File: src/pkg/tbus_pkg.sv
// constants for the receive telecom bus parity and alarm block
package tbus_pkg;
	// register indices as printed, byte address is four times the index
	localparam logic [11:0] CTRL_IDX = 12'h137;
	localparam logic [11:0] STAT_IDX = 12'h138;
	localparam logic [11:0] MASK_IDX = 12'h139;
	localparam logic [11:0] DATA_IDX = 12'h13a;
	localparam logic [11:0] AIS_IDX = 12'h13b;
	localparam int ADDR_W = 14;
	localparam logic [ADDR_W-1:0] CTRL_ADDR = {CTRL_IDX, 2'b00};
	localparam logic [ADDR_W-1:0] STAT_ADDR = {STAT_IDX, 2'b00};
	localparam logic [ADDR_W-1:0] MASK_ADDR = {MASK_IDX, 2'b00};
	localparam logic [ADDR_W-1:0] DATA_ADDR = {DATA_IDX, 2'b00};
	localparam logic [ADDR_W-1:0] AIS_ADDR = {AIS_IDX, 2'b00};
	// control field positions
	localparam int CTL_ODD = 0;
	localparam int CTL_COVER = 1;
	localparam int CTL_ENABLE = 2;
	localparam int CTL_MODE_LO = 3;
	localparam int CTL_AGGR = 5;
	localparam int CTL_APS_EN = 6;
	localparam int CTL_APS_DRV = 7;
	localparam logic [7:0] CTRL_RESET = 8'h00;
	// operating modes held in control bits 4:3
	localparam logic [1:0] MODE_TBUS = 2'h0;
	localparam logic [1:0] MODE_ATM_PPP = 2'h1;
	localparam logic [1:0] MODE_HIGH_RATE = 2'h2;
	// status and mask layout
	localparam int ST_PAR = 0;
	localparam int ST_AIS_LO = 1;
	localparam int STS_N = 3;
	localparam logic [3:0] STAT_RESET = 4'h0;
	localparam logic [3:0] MASK_RESET = 4'h0;
	localparam logic [1:0] RESP_OKAY = 2'h0;
	localparam logic [1:0] RESP_SLVERR = 2'h2;
	// bus and system clock figures
	localparam real BUS_CLK_MHZ = 19.44;
	localparam real SYS_CLK_MHZ = 10.0;
endpackage : tbus_pkg

File: src/design/parity_check.sv
// parity checker over a byte with optional framing bits
`timescale 1ns/1ps
module parity_check #(
	parameter int DATA_W = 8
) (
	input wire logic [DATA_W-1:0] data,
	input wire logic payload_flag,
	input wire logic phase_marker,
	input wire logic parity_bit,
	input wire logic cover_marks,
	input wire logic odd_sense,
	output logic mismatch
);
	logic sum;

	// even sense wants an even count of ones including the parity bit
	always_comb begin
		sum = ^data ^ parity_bit;
		if (cover_marks) begin
			sum = sum ^ payload_flag ^ phase_marker;
		end
		mismatch = sum ^ odd_sense;
	end
endmodule : parity_check

File: src/design/telecom_bus_rx.sv
// receive telecom bus sampler with parity check, alarm tracking and register slave
//
// Design decision made here: the AXI4-Lite slave port.
`timescale 1ns/1ps
module telecom_bus_rx #(
	parameter int DATA_W = 8
) (
	input wire logic aclk,
	input wire logic aresetn,
	input wire logic [tbus_pkg::ADDR_W-1:0] s_axi_awaddr,
	input wire logic s_axi_awvalid,
	output logic s_axi_awready,
	input wire logic [31:0] s_axi_wdata,
	input wire logic [3:0] s_axi_wstrb,
	input wire logic s_axi_wvalid,
	output logic s_axi_wready,
	output logic [1:0] s_axi_bresp,
	output logic s_axi_bvalid,
	input wire logic s_axi_bready,
	input wire logic [tbus_pkg::ADDR_W-1:0] s_axi_araddr,
	input wire logic s_axi_arvalid,
	output logic s_axi_arready,
	output logic [31:0] s_axi_rdata,
	output logic [1:0] s_axi_rresp,
	output logic s_axi_rvalid,
	input wire logic s_axi_rready,
	input wire logic rx_bus_clk_in,
	input wire logic [DATA_W-1:0] rx_bus_data_in,
	input wire logic rx_bus_payload_flag,
	input wire logic rx_bus_phase_marker,
	input wire logic rx_bus_parity_in,
	input wire logic rx_bus_alarm_in,
	output logic [DATA_W-1:0] aps_rx_data_out,
	output logic aps_rx_data_oe,
	output logic aps_rx_parity_out,
	output logic aps_rx_parity_oe,
	output logic [DATA_W-1:0] rx_byte_out,
	output logic rx_byte_valid,
	output logic [DATA_W-1:0] high_rate_rx_data_in,
	output logic high_rate_valid,
	output logic [tbus_pkg::STS_N-1:0] ais_defect,
	output logic irq
);
	import tbus_pkg::*;

	if (DATA_W != 8) begin : g_width_check
		$error("telecom bus data width must be 8");
	end

	// register state
	logic [7:0] ctrl_r, ctrl_nxt;
	logic [3:0] stat_r, stat_nxt;
	logic [3:0] mask_r, mask_nxt;
	logic irq_r, irq_nxt;
	// write channel state
	logic aw_held_r, aw_held_nxt, awready_r, awready_nxt;
	logic [ADDR_W-1:0] awaddr_r, awaddr_nxt;
	logic w_held_r, w_held_nxt, wready_r, wready_nxt;
	logic [31:0] wdata_r, wdata_nxt;
	logic [3:0] wstrb_r, wstrb_nxt;
	logic bvalid_r, bvalid_nxt;
	logic [1:0] bresp_r, bresp_nxt;
	// read channel state
	logic arready_r, arready_nxt;
	logic rvalid_r, rvalid_nxt;
	logic [31:0] rdata_r, rdata_nxt;
	logic [1:0] rresp_r, rresp_nxt;
	// receive path state
	logic bclk_d_r, bclk_d_nxt;
	logic [1:0] sts_idx_r, sts_idx_nxt;
	logic [DATA_W-1:0] byte_r, byte_nxt;
	logic byte_valid_r, byte_valid_nxt;
	logic [DATA_W-1:0] hr_r, hr_nxt;
	logic hr_valid_r, hr_valid_nxt;
	logic [STS_N-1:0] ais_r, ais_nxt;
	logic [DATA_W-1:0] aps_data_r, aps_data_nxt;
	logic aps_oe_r, aps_oe_nxt;
	logic aps_par_r, aps_par_nxt;

	logic sample;
	logic par_err;
	logic [1:0] mode;
	logic aps_ok;
	logic bus_mode;
	logic do_write;
	logic [1:0] cur_sts;
	logic [STS_N-1:0] ais_evt;

	// receive bus clock falling edge seen in the system clock
	assign sample = bclk_d_r & ~rx_bus_clk_in;
	assign mode = ctrl_r[CTL_MODE_LO+1:CTL_MODE_LO];
	// aps role needs ATM or PPP mode and no aggregation
	assign aps_ok = ctrl_r[CTL_APS_EN] & (mode == MODE_ATM_PPP) & ~ctrl_r[CTL_AGGR];
	assign bus_mode = ctrl_r[CTL_ENABLE] & (mode == MODE_TBUS) & ~aps_ok;
	assign do_write = aw_held_r & w_held_r & ~bvalid_r;
	// a C1/J0 overhead byte (phase marker without payload flag) restarts the STS-1 rotation at itself as STS-1 0
	assign cur_sts = (rx_bus_phase_marker & ~rx_bus_payload_flag) ? 2'h0 : sts_idx_r;

	parity_check #(
		.DATA_W(DATA_W)
	) u_parity (
		.data(rx_bus_data_in),
		.payload_flag(rx_bus_payload_flag),
		.phase_marker(rx_bus_phase_marker),
		.parity_bit(rx_bus_parity_in),
		.cover_marks(ctrl_r[CTL_COVER]),
		.odd_sense(ctrl_r[CTL_ODD]),
		.mismatch(par_err)
	);

	// per STS-1 alarm events on each sampled byte
	always_comb begin
		for (int i = 0; i < STS_N; i++) begin
			ais_evt[i] = sample & bus_mode & rx_bus_alarm_in & (cur_sts == 2'(i));
		end
	end

	// receive path next state
	always_comb begin
		bclk_d_nxt = rx_bus_clk_in;
		sts_idx_nxt = sts_idx_r;
		byte_nxt = byte_r;
		byte_valid_nxt = 1'b0;
		hr_nxt = hr_r;
		hr_valid_nxt = 1'b0;
		ais_nxt = ais_r;
		aps_data_nxt = aps_data_r;
		aps_par_nxt = aps_par_r;
		if (sample && bus_mode) begin
			byte_nxt = rx_bus_data_in;
			byte_valid_nxt = 1'b1;
			sts_idx_nxt = (cur_sts == 2'h2) ? 2'h0 : cur_sts + 2'h1;
			ais_nxt[cur_sts] = rx_bus_alarm_in;
			aps_data_nxt = rx_bus_data_in;
			aps_par_nxt = ^rx_bus_data_in ^ ctrl_r[CTL_ODD];
		end
		if (sample && ctrl_r[CTL_ENABLE] && mode == MODE_HIGH_RATE) begin
			hr_nxt = rx_bus_data_in;
			hr_valid_nxt = 1'b1;
		end
		if (!ctrl_r[CTL_ENABLE]) begin
			ais_nxt = '0;
		end
		// pins drive only in the permitted aps role
		aps_oe_nxt = aps_ok & ctrl_r[CTL_APS_DRV];
	end

	always_ff @(posedge aclk) begin
		if (!aresetn) begin
			bclk_d_r <= 1'b0;
			sts_idx_r <= 2'h0;
			byte_r <= '0;
			byte_valid_r <= 1'b0;
			hr_r <= '0;
			hr_valid_r <= 1'b0;
			ais_r <= '0;
			aps_data_r <= '0;
			aps_oe_r <= 1'b0;
			aps_par_r <= 1'b0;
		end else begin
			bclk_d_r <= bclk_d_nxt;
			sts_idx_r <= sts_idx_nxt;
			byte_r <= byte_nxt;
			byte_valid_r <= byte_valid_nxt;
			hr_r <= hr_nxt;
			hr_valid_r <= hr_valid_nxt;
			ais_r <= ais_nxt;
			aps_data_r <= aps_data_nxt;
			aps_oe_r <= aps_oe_nxt;
			aps_par_r <= aps_par_nxt;
		end
	end

	// register file next state, event set wins over clear
	always_comb begin
		ctrl_nxt = ctrl_r;
		stat_nxt = stat_r;
		mask_nxt = mask_r;
		if (do_write && wstrb_r[0]) begin
			case (awaddr_r)
				CTRL_ADDR: ctrl_nxt = wdata_r[7:0];
				STAT_ADDR: stat_nxt = stat_r & ~wdata_r[3:0];
				MASK_ADDR: mask_nxt = wdata_r[3:0];
				default: ctrl_nxt = ctrl_r;
			endcase
		end
		stat_nxt[ST_PAR] = stat_nxt[ST_PAR] | (sample & bus_mode & par_err);
		stat_nxt[ST_AIS_LO+STS_N-1:ST_AIS_LO] = stat_nxt[ST_AIS_LO+STS_N-1:ST_AIS_LO] | ais_evt;
		irq_nxt = |(stat_nxt & mask_nxt);
	end

	always_ff @(posedge aclk) begin
		if (!aresetn) begin
			ctrl_r <= CTRL_RESET;
			stat_r <= STAT_RESET;
			mask_r <= MASK_RESET;
			irq_r <= 1'b0;
		end else begin
			ctrl_r <= ctrl_nxt;
			stat_r <= stat_nxt;
			mask_r <= mask_nxt;
			irq_r <= irq_nxt;
		end
	end

	// write channel: address and data in either order, then response
	always_comb begin
		aw_held_nxt = aw_held_r;
		awaddr_nxt = awaddr_r;
		w_held_nxt = w_held_r;
		wdata_nxt = wdata_r;
		wstrb_nxt = wstrb_r;
		bvalid_nxt = bvalid_r;
		bresp_nxt = bresp_r;
		if (s_axi_awvalid && awready_r) begin
			aw_held_nxt = 1'b1;
			awaddr_nxt = s_axi_awaddr;
		end
		if (s_axi_wvalid && wready_r) begin
			w_held_nxt = 1'b1;
			wdata_nxt = s_axi_wdata;
			wstrb_nxt = s_axi_wstrb;
		end
		if (do_write) begin
			aw_held_nxt = 1'b0;
			w_held_nxt = 1'b0;
			bvalid_nxt = 1'b1;
			case (awaddr_r)
				CTRL_ADDR, STAT_ADDR, MASK_ADDR: bresp_nxt = RESP_OKAY;
				default: bresp_nxt = RESP_SLVERR;
			endcase
		end
		if (bvalid_r && s_axi_bready) begin
			bvalid_nxt = 1'b0;
		end
		awready_nxt = ~aw_held_nxt & ~bvalid_nxt;
		wready_nxt = ~w_held_nxt & ~bvalid_nxt;
	end

	always_ff @(posedge aclk) begin
		if (!aresetn) begin
			aw_held_r <= 1'b0;
			awready_r <= 1'b0;
			awaddr_r <= '0;
			w_held_r <= 1'b0;
			wready_r <= 1'b0;
			wdata_r <= 32'h0;
			wstrb_r <= 4'h0;
			bvalid_r <= 1'b0;
			bresp_r <= RESP_OKAY;
		end else begin
			aw_held_r <= aw_held_nxt;
			awready_r <= awready_nxt;
			awaddr_r <= awaddr_nxt;
			w_held_r <= w_held_nxt;
			wready_r <= wready_nxt;
			wdata_r <= wdata_nxt;
			wstrb_r <= wstrb_nxt;
			bvalid_r <= bvalid_nxt;
			bresp_r <= bresp_nxt;
		end
	end

	// read channel: one read at a time, answer one cycle after address
	always_comb begin
		arready_nxt = arready_r | ~rvalid_r; // idle after reset raises ready
		rvalid_nxt = rvalid_r;
		rdata_nxt = rdata_r;
		rresp_nxt = rresp_r;
		if (s_axi_arvalid && arready_r) begin
			arready_nxt = 1'b0;
			rvalid_nxt = 1'b1;
			rresp_nxt = RESP_OKAY;
			case (s_axi_araddr)
				CTRL_ADDR: rdata_nxt = {24'h0, ctrl_r};
				STAT_ADDR: rdata_nxt = {28'h0, stat_r};
				MASK_ADDR: rdata_nxt = {28'h0, mask_r};
				DATA_ADDR: rdata_nxt = {24'h0, byte_r};
				AIS_ADDR: rdata_nxt = {29'h0, ais_r};
				default: begin
					rdata_nxt = 32'h0;
					rresp_nxt = RESP_SLVERR;
				end
			endcase
		end
		if (rvalid_r && s_axi_rready) begin
			rvalid_nxt = 1'b0;
			arready_nxt = 1'b1;
		end
	end

	always_ff @(posedge aclk) begin
		if (!aresetn) begin
			arready_r <= 1'b0;
			rvalid_r <= 1'b0;
			rdata_r <= 32'h0;
			rresp_r <= RESP_OKAY;
		end else begin
			arready_r <= arready_nxt;
			rvalid_r <= rvalid_nxt;
			rdata_r <= rdata_nxt;
			rresp_r <= rresp_nxt;
		end
	end

	// outputs straight from flip-flops
	assign s_axi_awready = awready_r;
	assign s_axi_wready = wready_r;
	assign s_axi_bvalid = bvalid_r;
	assign s_axi_bresp = bresp_r;
	assign s_axi_arready = arready_r;
	assign s_axi_rvalid = rvalid_r;
	assign s_axi_rdata = rdata_r;
	assign s_axi_rresp = rresp_r;
	assign rx_byte_out = byte_r;
	assign rx_byte_valid = byte_valid_r;
	assign high_rate_rx_data_in = hr_r;
	assign high_rate_valid = hr_valid_r;
	assign ais_defect = ais_r;
	assign aps_rx_data_out = aps_data_r;
	assign aps_rx_data_oe = aps_oe_r;
	assign aps_rx_parity_out = aps_par_r;
	assign aps_rx_parity_oe = aps_oe_r;
	assign irq = irq_r;
endmodule : telecom_bus_rx

File: config.mk
export PLATFORM = sky130hd
export DESIGN_NAME = telecom_bus_rx
export DESIGN_NICKNAME = d
export VERILOG_FILES = /design/src/pkg/tbus_pkg.sv /design/src/design/parity_check.sv /design/src/design/telecom_bus_rx.sv
export SDC_FILE = /design/constraint.sdc
export NUM_CORES = 1
export LEC_CHECK = 0
export BUFFER_PORTS_ARGS = -buffer_cell sky130_fd_sc_hd__buf_2
export CAP_MARGIN = 20
export CORE_MARGIN = 2
export CORE_UTILIZATION = 30
export CTS_CLUSTER_DIAMETER = 80
export CTS_CLUSTER_SIZE = 40
export DETAILED_ROUTE_END_ITERATION = 7
export PLACE_DENSITY = 0.59
export SYNTH_ARGS = -nofsm -noshare
export SYNTH_HDL_FRONTEND = slang
export SYNTH_SLANG_ARGS = --single-unit
File: constraint.sdc
create_clock -name aclk -period 5.19 [get_ports aclk]
set_clock_uncertainty 0.05 [all_clocks]
set_input_delay 1.038 -clock aclk [delete_from_list [all_inputs] [get_ports aclk]]
set_output_delay 1.038 -clock aclk [all_outputs]
set_load 0.02 [all_outputs]
; ---- Yosys cells after proc, flatten, opt, wreduce, memory -nomap -nowiden
; Cells that the tools add are included.
[totals]
reg_bits = 109
inputBits = 84
output_inout_bits = 74
wordCells = 121
[op_classes]
n_addsub = 1
n_lt_le_gt_ge = 2
eq_ne = 12
muxes = 23
bitwise_logic = 38
n_reduce_logical = 19
[op_table]
columns = cell, n
row1 = $eq 14x11->1 const B, 8
row2 = $pmux 8 s5, 1
row3 = $and 1x1->1, 17
row4 = $mux 4, 4
row5 = $mux 1, 12
row6 = $logic_and 1x1->1, 10
row7 = $not 1->1, 10
row8 = $and 4x4->4, 2
row9 = $mux 2, 4
row10 = $reduce_xor 8->1, 1
row11 = $reduce_or 5->1, 1
row12 = $xor 1x1->1, 5
row13 = $eq 2x1->1 const B, 2
row14 = $eq 2x2->1 const B, 2
row15 = $logic_not 2->1, 2
row16 = $not 4->4, 1
row17 = $reduce_and 2->1, 2
row18 = $reduce_or 4->1, 1
row19 = $bwmux 3, 1
row20 = $lt 2x3->1 const B, 1
row21 = $or 3x3->3, 1
row22 = $reduce_or 3->1, 1
row23 = $add 2x1->2 const B, 1
row24 = $demux 1 s2, 1
row25 = other kinds (3), 4

; ---- Longest topological paths before layout
; Gate-level depths: netlist of run 1.
[logic_depth]
depth_word = 11
ltp_mapped = 6
mapped_depth_nobuf = 6

; ---- Hierarchy
; A second synthesis of run 1 with hierarchy kept.
[hier_totals]
cells_unflattened = 441
hier_area_um2 = 3794.9
[modules_own_cells]
columns = mod, instances, cells_per_inst, area_each_um2, seq_area_each_um2
row1 = telecom_bus_rx, 1, 429, 3694.8, 1661.6
row2 = parity_check, 1, 12, 100.1, 0.0

; ---- Worst setup path after synthesis of run 1
; OpenSTA, ideal clock, no wires.
[synth_timing]
path_kind = input to register
start = input port rx_bus_data_in[3]
end = register irq_r (netlist: irq)
setup_time_ns = 0.087
t_arrival_ns = 2.221
required_time_ns = 5.053
setup_slack_ns = 2.832
stages = 6
path_buffers = 0
cell_sequence = xor2_1 xnor3_1 xnor2_1 xnor2_1 a22oi_1 o31ai_1
[synth_between]
elab_chain_cells = 10
[synth_lines]
columns = item, line_no
row1 = from (decl), telecom_bus_rx.sv:28  ; input wire logic [DATA_W-1:0] rx_bus_data_in,
row2 = $reduce_xor 8->1 *, parity_check.sv:18  ; sum = ^data ^ parity_bit;
row3 = $xor 1x1->1 *, parity_check.sv:18
row4 = $xor 1x1->1 (2 in a row), parity_check.sv:20  ; sum = sum ^ payload_flag ^ phase_marker;
row5 = $mux 1 *, parity_check.sv:19  ; if (cover_marks) begin
row6 = $xor 1x1->1 *, parity_check.sv:22  ; mismatch = sum ^ odd_sense;
row7 = $and 1x1->1 *, telecom_bus_rx.sv:187  ; stat_nxt[ST_PAR] = stat_nxt[ST_PAR] | (sample & bus_mode & par_err);
row8 = $or 1x1->1 *, telecom_bus_rx.sv:187
row9 = $and 4x4->4 *, telecom_bus_rx.sv:189  ; irq_nxt = |(stat_nxt & mask_nxt);
row10 = $reduce_or 4->1 *, telecom_bus_rx.sv:189
row11 = to (signal assigned), telecom_bus_rx.sv:202  ; irq_r <= irq_nxt;
row12 = to (decl), telecom_bus_rx.sv:54  ; logic irq_r, irq_nxt;
; Every way passes the cells marked *; elsewhere a longest branch is shown, timed or not.
; A chain may end at the register's enable or synchronous reset.

; ---- Final worst setup path of run 1
[layout_timing]
start = input port rx_bus_clk_in
end = register irq_r (netlist: irq)
[layout_between]
elab_chain_cells = 8
word_cells_on_any_way = 12
classes_between = bitwise (11) / reduce/logical (1)
[layout_lines]
columns = item, line_no
row1 = from (decl), telecom_bus_rx.sv:27  ; input wire logic rx_bus_clk_in,
row2 = $not 1->1 *, telecom_bus_rx.sv:90  ; assign sample = bclk_d_r & ~rx_bus_clk_in;
row3 = $and 1x1->1 *, telecom_bus_rx.sv:90
row4 = $and 1x1->1 *, "telecom_bus_rx.sv:114, telecom_bus_rx.sv:187"
row5 = $and 1x1->1 (2 in a row), telecom_bus_rx.sv:114  ; ais_evt[i] = sample & bus_mode & rx_bus_alarm_in & (cur_sts == 2'(i));
row6 = $or 3x3->3, telecom_bus_rx.sv:188  ; stat_nxt[ST_AIS_LO+STS_N-1:ST_AIS_LO] = stat_nxt[ST_AIS_LO+STS_N-1:ST_AIS_LO] | ais_evt;
row7 = $and 4x4->4 *, telecom_bus_rx.sv:189
row8 = $reduce_or 4->1 *, telecom_bus_rx.sv:189
; Marked as above.

==> results of run 1 <==
path summary, 6_finish.rpt:
check                            to  cells past startpoint
setup / recovery                irq                      7
hold / removal    aps_rx_parity_out                      2
setup reg to reg                irq                      6
hold reg to reg   aps_rx_parity_out                      2
worst register-to-register path, cell delays in order, from the launching register on:
cell,delay (ns)
sky130_fd_sc_hd__dfxtp_1,0.50
sky130_fd_sc_hd__nor4_2,0.67
sky130_fd_sc_hd__buf_4,0.28
sky130_fd_sc_hd__nand4_1,0.17
sky130_fd_sc_hd__a22oi_1,0.24
sky130_fd_sc_hd__o31ai_1,0.11
sky130_fd_sc_hd__o31ai_1,0.08
area by class of cell:
class / count / area share
clock buffer: 10 / 0.05325
clock inverter: 6 / 0.01059
inverter: 5 / 0.004182
multi-input combinational: 324 / 0.3987
sequential: 83 / 0.3702
tap: 147 / 0.04098
timing repair buffer: 106 / 0.1221
report_power, final:
group          total (uW)  internal [uW]  switching, uW
clock network         603            341            262
logic                 139           52.2           86.6
registers             669            655           14.0
total                1410           1050            362
per-stage QoR:
stage          cells  utilization
6_report         681       0.3736
5_1_grt          681       0.3736
4_1_cts          679       0.3714
3_5_place_dp     663       0.3475
3_3_place_gp     663       0.3475
2_1_floorplan    465            -
logic make-up (layout without fill, tap and decap cells):
family,after synthesis,in the layout
and+or+nand+nor,184,184
AOI/OAI and AO/OA,88,88
DFF,83,83
buffers and inverters,58,127
muxes,17,17
xor gates and xnor gates,9,9
other,1,26
synthesized netlist by cell type (3+ instances only):
cell                       instances  area (um2)
sky130_fd_sc_hd__a21oi_1          55       275.3
sky130_fd_sc_hd__nand3_1          12       60.06
sky130_fd_sc_hd__nor2b_1           6       37.54
sky130_fd_sc_hd__o21ai_0          13       65.06
sky130_fd_sc_hd__a22oi_1           4       30.03
sky130_fd_sc_hd__nand4_1           7       43.79
sky130_fd_sc_hd__inv_1             4       15.01
sky130_fd_sc_hd__nand2b_1          4       25.02
sky130_fd_sc_hd__xnor2_1           6       52.55
sky130_fd_sc_hd__dfxtp_1          83        1662
sky130_fd_sc_hd__mux2i_1          16       160.2
sky130_fd_sc_hd__a221oi_1          5       43.79
sky130_fd_sc_hd__nor3_1            9       45.04
sky130_fd_sc_hd__buf_4            35       262.8
sky130_fd_sc_hd__and2_1            5       31.28
sky130_fd_sc_hd__a211oi_1          3       22.52
sky130_fd_sc_hd__nor2_1           32       120.1
sky130_fd_sc_hd__o41ai_2           3       48.80
sky130_fd_sc_hd__clkbuf_1         17       63.81
sky130_fd_sc_hd__nand2_1          89       334.1
routing by layer:
layer	track usage	vias up	routed length, um
met5	0	-	0
li1	-	1628	-
met1	0.1711	1535	4201
met3	0.04112	9	627
met2	0.2400	121	4445
met4	0.04096	0	114
sequential cells by signal (all words and copies together), names as in the netlist, 2 cells and up:
| register | cells |
|---|---|
| wdata_r | 8 |
| ctrl_r | 8 |
| ais_defect | 3 |
| high_rate_rx_data_in | 8 |
| s_axi_rdata | 8 |
| awaddr_r | 14 |
| aps_rx_data_out | 8 |
| sts_idx_r | 2 |
| mask_r | 4 |
| stat_r | 4 |
==> flow_summary.toml, run 1 <==
[timing]
setup_total_negative_slack_ns = 0
max_freq_ghz = 0.4158
slew_headroom = 0.5642
finalWorstPathRequiredPeriod_ns = 2.405
hold_viol = 0
timing.hold.ws_ns = 0.4033
rsz0062_at_grt = "false"
slew_violations = 0
timing.final.ws_setup_ns = 2.785
tightest_slew_ns = 0.6484
report.final.setup_viol = 0
fin_crit_sh = 0.4633

[drt]
finalWirelength_um = 9389
vias = 3293
drt.antenna.violating_nets = 0
drc = 0
route.detailed.vias_per_inst = 4.836
first_pass_iters = 4
drt_iter0_drc = 189
detail_route.wl_per_cell_um = 13.79

[global_routing]
grt_max_degree = 71
gr-total-overflow = 0
grt_pass1_vias = 3133
wire_length_of_the_first_global_routing_pass_um = 14720
grt_util_all_layers = 0.1402
number_of_antenna_violations_at_the_first_check_in_global_routing = 0

[critical_path]
end_kind = "flop"
max_stage_delay_ns = 0.56
worst-setup-path-type = "primary input to flop"
worst_r2r_startpoint = "ctrl_r[4]"
critical_path_peak_fanout = 8
critical_path_s_top_delay_family = "simple AND/OR/NAND/NOR gates"
timing.critical_path.from = "rx_bus_clk_in"
cp_num_buf_inv = 2
critPathSlowestCell = "sky130_fd_sc_hd__nor4_2"
rrSetupSlack_ns = 3.00
worst-endpoint-arrival_ns = 2.60
timing.critical_path.mode_cell = "sky130_fd_sc_hd__o31ai_1"
start_kind = "primary input"
critPathRequiredTime_ns = 5.39
series_of_cell_instances_along_the_critical_path = "buf_2 > nor4_2 > buf_4 > nand4_1 > a22oi_1 > o31ai_1 > o31ai_1"

[clocking]
htreeDepth = 3
post_cts_clock_slew_at_the_launch_and_capture_registers_of_the_worst_setup_and_hold_paths_ns = 0.06
cts_hold_repair.buffers = 0
cts_repair_resize_count = 0
cts_root_buffer = "sky130_fd_sc_hd__clkbuf_16"
cts_buffer_depth = 2
tritoncts = "done"
worst_skew_pair.late_latency_ns = 0.33
numCtsBuffers = 9
clkSinkCount = 83
cts.repair_timing.setup_buffer_count = 0

[run_status]
run_status = "completed"

[floorplanning]
floorplan.io_pins = 158
floorplan.die.width_um = 115.1
dieHeight_um = 115.1
die_area_mm2 = 0.01324
floorplan.rows = 40
floorplan.initialDensity = 0.3081
core_region_area_mm2 = 0.01201

[synth]
yosys-mux-area-fraction = 0.04632
synth_warnings = 0
dominant_combinational_cell_family_by_area_after_synthesis = "simple AND/OR/NAND/NOR gates"
asyncSetResetFlopFracSynth = 0
synthFlopType = "sky130_fd_sc_hd__dfxtp_1"
synth_fa_ha_area_frac = 0
post_synth_xor_area_fraction = 0.02502
synth_simple_gate_area_share = 0.2441
synthDistinctLibCells = 43
netlist_area_mm2 = 0.003701
ys_seq_elements = 83
syn-mean-instance-area_um2 = 8.411
synth_enable_flop_cells = 0
part_of_the_yosys_area_used_for_sequential_elements = 0.4490
postSynthCellCount = 440
synth-compound-area-share = 0.1400

[job]
timing.max_cap.violations = 0

[finish]
flow.area_growth_from_synthesis_pct = 21.26
most_common_cell_after_layout_fill_and_taps_aside = "sky130_fd_sc_hd__buf_2"
fin_area_mm2 = 0.004488
nets = 613
layout-drive-gt1-share = 0.2509
multi_input_area_mm2 = 0.001789
final_cell_mix = "sky130_fd_sc_hd__buf_2 (104), sky130_fd_sc_hd__nand2_1 (89), sky130_fd_sc_hd__dfxtp_1 (83), sky130_fd_sc_hd__a21oi_1 (55), sky130_fd_sc_hd__nor2_1 (32)"
num-fill-cells = 1276
register_area_mm2 = 0.001662
antenna-diode-count = 0

[placed_design]
placement.setup.worst_slack_ns = 2.101
port_buffers = 104
placed_cell_area_mm2 = 0.004174
dpl.hpwl_um = 7004
weighted_congestion_at_the_end_of_routability_driven_global_placement = 0.8089

[power_and_ir_drop]
p_per_area_mw_per_mm2 = 314.3
ir_drop_v = 0.0001443
power.leakage_uw = 0.001811
total_power_uw = 1411

[worst_hold_path]
worstHoldStart = "aps_rx_parity_out"
hold_path_class = "flop to flop"
(Power assumes the default switching activity.)
==> run 2, diff against run 1 <==
--- a/config.mk
+++ b/config.mk
@@ -5,6 +5,7 @@
 export SDC_FILE = /design/constraint.sdc
 export NUM_CORES = 1
 export LEC_CHECK = 0
+export ABC_AREA = 1
 export BUFFER_PORTS_ARGS = -buffer_cell sky130_fd_sc_hd__buf_2
 export CAP_MARGIN = 20
 export CORE_MARGIN = 2
@@ -12,7 +13,7 @@
 export CTS_CLUSTER_DIAMETER = 80
 export CTS_CLUSTER_SIZE = 40
 export DETAILED_ROUTE_END_ITERATION = 7
-export PLACE_DENSITY = 0.59
+export PLACE_DENSITY = 0.6
 export SYNTH_ARGS = -nofsm -noshare
 export SYNTH_HDL_FRONTEND = slang
 export SYNTH_SLANG_ARGS = --single-unit
==> constraint.sdc (replaced) <==
create_clock -name aclk -period 2.1 [get_ports aclk]
set_clock_uncertainty 0.05 [all_clocks]
set_input_delay 0.42 -clock aclk [delete_from_list [all_inputs] [get_ports aclk]]
set_output_delay 0.42 -clock aclk [all_outputs]
set_load 0.02 [all_outputs]
==> flow_summary.toml, run 2 <==
[critical_path]
start_kind = "flop"
worst_r2r_endpoint = "irq"
worst_r2r_startpoint = "ctrl_r[3]"
end_kind = "flop"
worst-endpoint-arrival_ns = 1.80
ff2ff_path_depth = 9
critPathRequiredTime_ns = 2.33
worst-setup-path-type = "flop to flop"
rrSetupSlack_ns = 0.53
critical_path_peak_fanout = 11

[clocking]
cts_hold_repair.buffers = 0
htreeDepth = 3
cts_root_buffer = "sky130_fd_sc_hd__clkbuf_16"
cts.repair_timing.setup_buffer_count = 0
cts_repair_resize_count = 0
clkSinkCount = 83
cts_buffer_depth = 2
tritoncts = "done"
numCtsBuffers = 9
post_cts_clock_slew_at_the_launch_and_capture_registers_of_the_worst_setup_and_hold_paths_ns = 0.06
worst_skew_pair.late_latency_ns = 0.33

[global_routing]
number_of_antenna_violations_at_the_first_check_in_global_routing = 0
grt_pass1_vias = 3241
grt_util_all_layers = 0.1417
wire_length_of_the_first_global_routing_pass_um = 15960
gr-total-overflow = 0
grt_max_degree = 37

[worst_hold_path]
worstHoldStart = "rx_bus_clk_in"
hold_path_class = "primary input to flop"
hold_path_end = "bclk_d_r"
worst_hold_path.num_cells = 3

[drt]
drt.antenna.violating_nets = 0
vias = 3646
drc = 0
drt_iter0_drc = 160
route.detailed.vias_per_inst = 4.414
finalWirelength_um = 9970
first_pass_iters = 4
detail_route.wl_per_cell_um = 12.07

[synth]
synth_enable_flop_cells = 0
yosysTopAreaCellShare = 0.4164
synth-compound-area-share = 0.1593
yosysMostFrequentCell = "sky130_fd_sc_hd__nand2_1"
post_synth_xor_area_fraction = 0.006585
synth_fa_ha_area_frac = 0
syn-mean-instance-area_um2 = 7.228
ys_seq_elements = 83
synth_simple_gate_area_share = 0.2662
synth_common_cells = "sky130_fd_sc_hd__nand2_1 (96), sky130_fd_sc_hd__dfxtp_1 (83), sky130_fd_sc_hd__inv_1 (60)"
synth.top_cells.by_area = "sky130_fd_sc_hd__dfxtp_1 (42%), sky130_fd_sc_hd__nand2_1 (9.0%), sky130_fd_sc_hd__buf_4 (7.0%)"
netlist_area_mm2 = 0.003990
yosys-mux-area-fraction = 0
part_of_the_yosys_area_used_for_sequential_elements = 0.4164
synthFlopType = "sky130_fd_sc_hd__dfxtp_1"
synth_warnings = 0
postSynthCellCount = 552
dominant_combinational_cell_family_by_area_after_synthesis = "simple AND/OR/NAND/NOR gates"
synth_largest_area_cell = "sky130_fd_sc_hd__dfxtp_1"
asyncSetResetFlopFracSynth = 0
synthDistinctLibCells = 35

[power_and_ir_drop]
total_power_uw = 3672
ir_drop_v = 0.0003984
p_per_area_mw_per_mm2 = 760.5
power.leakage_uw = 0.002211

[job]
timing.max_cap.violations = 0

[floorplanning]
floorplan.io_pins = 158
floorplan.die.width_um = 119.3
floorplan.rows = 42
floorplan.initialDensity = 0.3037
core_region_area_mm2 = 0.01314
dieHeight_um = 119.3
die_area_mm2 = 0.01424

[placed_design]
place.detailed.instances = 811
dpl.hpwl_um = 7779
port_buffers = 104
weighted_congestion_at_the_end_of_routability_driven_global_placement = 0.8686

[timing]
finalWorstPathRequiredPeriod_ns = 1.570
report.final.setup_viol = 0
slew_headroom = 0.6648
tightest_slew_ns = 0.5011
slew_violations = 0
rsz0062_at_grt = "false"
setup_total_negative_slack_ns = 0
hold_viol = 0
max_freq_ghz = 0.6370
fin_crit_sh = 0.7476

[finish]
flow.area_growth_from_synthesis_pct = 21.01
multi_input_area_mm2 = 0.001822
post_layout_nonfiller_instances = 826
register_area_mm2 = 0.001662
antenna-diode-count = 0
layout-drive-gt1-share = 0.2400
largest-register = "awaddr_r"
num-fill-cells = 1453
most_common_cell_after_layout_fill_and_taps_aside = "sky130_fd_sc_hd__buf_2"
final_cell_mix = "sky130_fd_sc_hd__buf_2 (104), sky130_fd_sc_hd__nand2_1 (96), sky130_fd_sc_hd__dfxtp_1 (83), sky130_fd_sc_hd__inv_1 (60), sky130_fd_sc_hd__nor2_1 (59)"
largest_register_ff_count = 14
nets = 730

[run_status]
run_status = "completed"
[run 2: cell types whose count changed after synthesis, sizes merged, moves of 5 or more]
cell	delta
nand2	+8
a221oi	-5
o22ai	+6
a21oi	-6
nor2	+36
and2	-5
clkbuf	-8
inv	+64
o21ai	+48
mux2i	-16
buf	+6
nand3	+19
nor2b	-6
[run 2: layout make-up]
cell class | count | area share
sequential | 83 | 0.3441
clock inverter | 5 | 0.01633
tap | 176 | 0.04561
inverter | 69 | 0.05364
timing repair buffer | 109 | 0.1156
clock buffer | 10 | 0.04742
multi-input combinational | 374 | 0.3773
[run 2: critical path, stage by stage, from the launching register on]
cell and delay, ns:
sky130_fd_sc_hd__dfxtp_1 0.40, sky130_fd_sc_hd__nor2_2 0.15, sky130_fd_sc_hd__nand3_2 0.15, sky130_fd_sc_hd__inv_2 0.22, sky130_fd_sc_hd__nand3_1 0.17, sky130_fd_sc_hd__nand2_1 0.11
sky130_fd_sc_hd__nand2_1 0.05, sky130_fd_sc_hd__nand3_1 0.08, sky130_fd_sc_hd__nand2_1 0.05, sky130_fd_sc_hd__nand2_1 0.07
[run 2: kinds of logic after synthesis]
group	Yosys count
AO/OA/AOI/OAI	122
XOR/XNOR	3
buffers and inverters	120
flip-flops	83
other	1
AND/OR/NAND/NOR	223
[run 2: worst max-delay path by stage]
| stage | to | depth (start not counted) | startpoint |
|---|---|---|---|
| finish | irq | 9 | ctrl_r[3] |
| global route | irq | 9 | ctrl_r[3] |
| floorplan | s_axi_rresp[1] | 10 | s_axi_araddr[11] |
| global placement | irq | 10 | rx_bus_clk_in |
| detailed placement | irq | 10 | rx_bus_clk_in |
| CTS | irq | 9 | ctrl_r[3] |
[run 2: report_power, final]
part / switching [uW] / total [uW] / internal [uW]
clock: 608 / 1640 / 1030
combinational: 249 / 370 / 121
sequential: 32.8 / 1660 / 1630
total: 891 / 3670 / 2780
[run 2: routing by layer]
layer	track usage	part of all wire
met5	0	0
met4	0.04118	0.011
met3	0.04646	0.073
met2	0.2274	0.45
met1	0.1818	0.47
[run 2: stage by stage]
step                hold WS, ns  instance area [um2]    util  setup slack [ns]
finish                   0.2331                 4828  0.3675            0.5301
global route             0.2421                 4828  0.3675            0.3795
CTS                      0.2164                 4828  0.3675            0.5065
detailed placement       0.3568                 4521  0.3441            0.3232
global placement         0.3579                 4521  0.3441            0.3465
floorplan                0.3462                 4084       -            0.7342
==> run 3, diff against run 2 <==
==> constraint.sdc (replaced) <==
create_clock -name aclk -period 1.4 [get_ports aclk]
set_clock_uncertainty 0.05 [all_clocks]
set_input_delay 0.28 -clock aclk [delete_from_list [all_inputs] [get_ports aclk]]
set_output_delay 0.28 -clock aclk [all_outputs]
set_load 0.02 [all_outputs]
==> flow_summary.toml, run 3 (synthesized netlist as in run 2, its figures left out) <==
[timing]
hold_viol = 0
max_freq_ghz = 0.6852
timing.final.ws_setup_ns = -0.05944
setup_total_negative_slack_ns = -0.05944
finalWorstPathRequiredPeriod_ns = 1.459
slew_violations = 0
rsz0062_at_grt = "true"
timing.hold.ws_ns = 0.1150
report.final.setup_viol = 1
fin_crit_sh = 1.042

[power_and_ir_drop]
power.leakage_uw = 0.002579
p_per_area_mw_per_mm2 = 1047
total_power_uw = 5805
ir_drop_v = 0.0006977

[floorplanning]
floorplan.die.width_um = 119.3
core_region_area_mm2 = 0.01314
floorplan.initialDensity = 0.3037
die_area_mm2 = 0.01424
dieHeight_um = 119.3
floorplan.io_pins = 158
floorplan.rows = 42

[critical_path]
worst-endpoint-arrival_ns = 1.65
max_stage_delay_ns = 0.33
ff2ff_path_depth = 11
critical_path_s_top_delay_family = "simple AND/OR/NAND/NOR gates"
critical_path_peak_fanout = 7
worstSetupEndpoint = "irq"
cp_num_buf_inv = 1
worst_r2r_startpoint = "awaddr_r[10]"
worst_r2r_endpoint = "irq"
end_kind = "flop"
cp.depth = 11
worst-setup-path-type = "flop to flop"
series_of_cell_instances_along_the_critical_path = "inv_2 > nor2_4 > nand3_4 > nor2_4 > nand3_4 > nand2_2 > nand2_1 > nand2_1 > nand3_1 > nand2_1 > nand2_1"
timing.critical_path.from = "awaddr_r[10]"
critPathSlowestCell = "sky130_fd_sc_hd__dfxtp_2"
timing.critical_path.mode_cell = "sky130_fd_sc_hd__nand2_1"
critPathRequiredTime_ns = 1.59
rrSetupSlack_ns = -0.06
start_kind = "flop"

[drt]
finalWirelength_um = 10650
drt_iter0_drc = 189
drc = 0
drt.antenna.violating_nets = 0
vias = 3840
route.detailed.vias_per_inst = 4.329
detail_route.wl_per_cell_um = 12.01
first_pass_iters = 4

[run_status]
failed_checks = "negative setup slack"
run_status = "finished with violations"

[clocking]
cts_root_buffer = "sky130_fd_sc_hd__clkbuf_16"
post_cts_clock_slew_at_the_launch_and_capture_registers_of_the_worst_setup_and_hold_paths_ns = 0.06
htreeDepth = 3
cts_buffer_depth = 2
worst_skew_pair.late_latency_ns = 0.34
numCtsBuffers = 9
clkSinkCount = 83
cts_hold_repair.buffers = 0
tritoncts = "done"

[placed_design]
place.detailed.instances = 866
port_buffers = 104
dpl.hpwl_um = 8085
weighted_congestion_at_the_end_of_routability_driven_global_placement = 0.8068

[finish]
final_cell_mix = "sky130_fd_sc_hd__buf_2 (104), sky130_fd_sc_hd__nand2_1 (90), sky130_fd_sc_hd__dfxtp_1 (72), sky130_fd_sc_hd__buf_4 (59), sky130_fd_sc_hd__nor2_1 (55)"
largest-register = "awaddr_r"
layout-drive-gt1-share = 0.3699
num-fill-cells = 1410
largest_register_ff_count = 14
register_area_mm2 = 0.001675
most_common_cell_after_layout_fill_and_taps_aside = "sky130_fd_sc_hd__buf_2"
multi_input_area_mm2 = 0.001997
post_layout_nonfiller_instances = 887
antenna-diode-count = 0
nets = 790
flow.area_growth_from_synthesis_pct = 38.95

[worst_hold_path]
hold_path_class = "primary input to flop"

[global_routing]
grt_util_all_layers = 0.1485
grt_pass1_vias = 3463
gr-total-overflow = 0
grt_max_degree = 29
number_of_antenna_violations_at_the_first_check_in_global_routing = 1
wire_length_of_the_first_global_routing_pass_um = 16700

[job]
timing.max_cap.violations = 0
==> run 3: changes by cell type in the layout (fill, tap and decap cells not counted), sizes merged <==
cell / change
clkbuf: +1
clkinvlp: +2
clkinv: -1
buf: +59
==> run 3: area by class of cell <==
cell class,count,share of cell area
Clock buffer,10,0.04311
Sequential cell,83,0.3022
Clock inverter,6,0.01602
Timing Repair Buffer,169,0.1916
Multi-Input combinational cell,374,0.3602
Inverter,69,0.04717
Tap cell,176,0.03972
==> run 3: worst min path at each step <==
stage | start | to | cells after the start
6_report | rx_bus_clk_in | bclk_d_r | 3
5_1_grt | rx_bus_clk_in | bclk_d_r | 3
4_1_cts | rx_bus_clk_in | bclk_d_r | 3
3_5_place_dp | ctrl_r[5] | aps_rx_data_oe | 1
3_3_place_gp | ctrl_r[5] | aps_rx_data_oe | 1
2_1_floorplan | rx_bus_clk_in | bclk_d_r | 2
==> run 3: repair_timing <==
item,in CTS,in global routing
setup buffers,2,2
hold endpoints to repair,0,0
gates resized for setup,17,53
pin swaps,12,10
gates cloned,0,1
endpoints found under the setup margin,9,26
==> run 3: through the flow <==
stage | area, um2 | util | worst slack, ns
finish | 5544 | 0.4220 | -0.05944
global route | 5544 | 0.4220 | -0.1882
CTS | 5335 | 0.4061 | -0.07451
detailed placement | 4959 | 0.3774 | -0.1255
global placement | 4959 | 0.3774 | -0.1202
floorplan | 4084 | - | 0.04391
==> run 3: report_power, final <==
| part | internal [uW] | leakage [uW] | switching [uW] |
|---|---|---|---|
| Combinational | 276 | 0.00175 | 422 |
| Sequential | 2450 | 0.000679 | 61.1 |
| Clock | 1610 | 0.000155 | 989 |
==> run 3: tightest hold or removal path: stages <==
cell and delay (ns):
sky130_fd_sc_hd__buf_2 0.11, sky130_fd_sc_hd__nand2_1 0.05, sky130_fd_sc_hd__inv_1 0.04
==> run 3: per-layer routing <==
| metal | up-vias | track usage | routed length [um] |
|---|---|---|---|
| met5 | - | 0 | 7 |
| met4 | 2 | 0.02794 | 60 |
| met3 | 9 | 0.05268 | 767 |
| met2 | 117 | 0.2475 | 4921 |
| met1 | 1671 | 0.1867 | 4897 |
| li1 | 2041 | - | - |
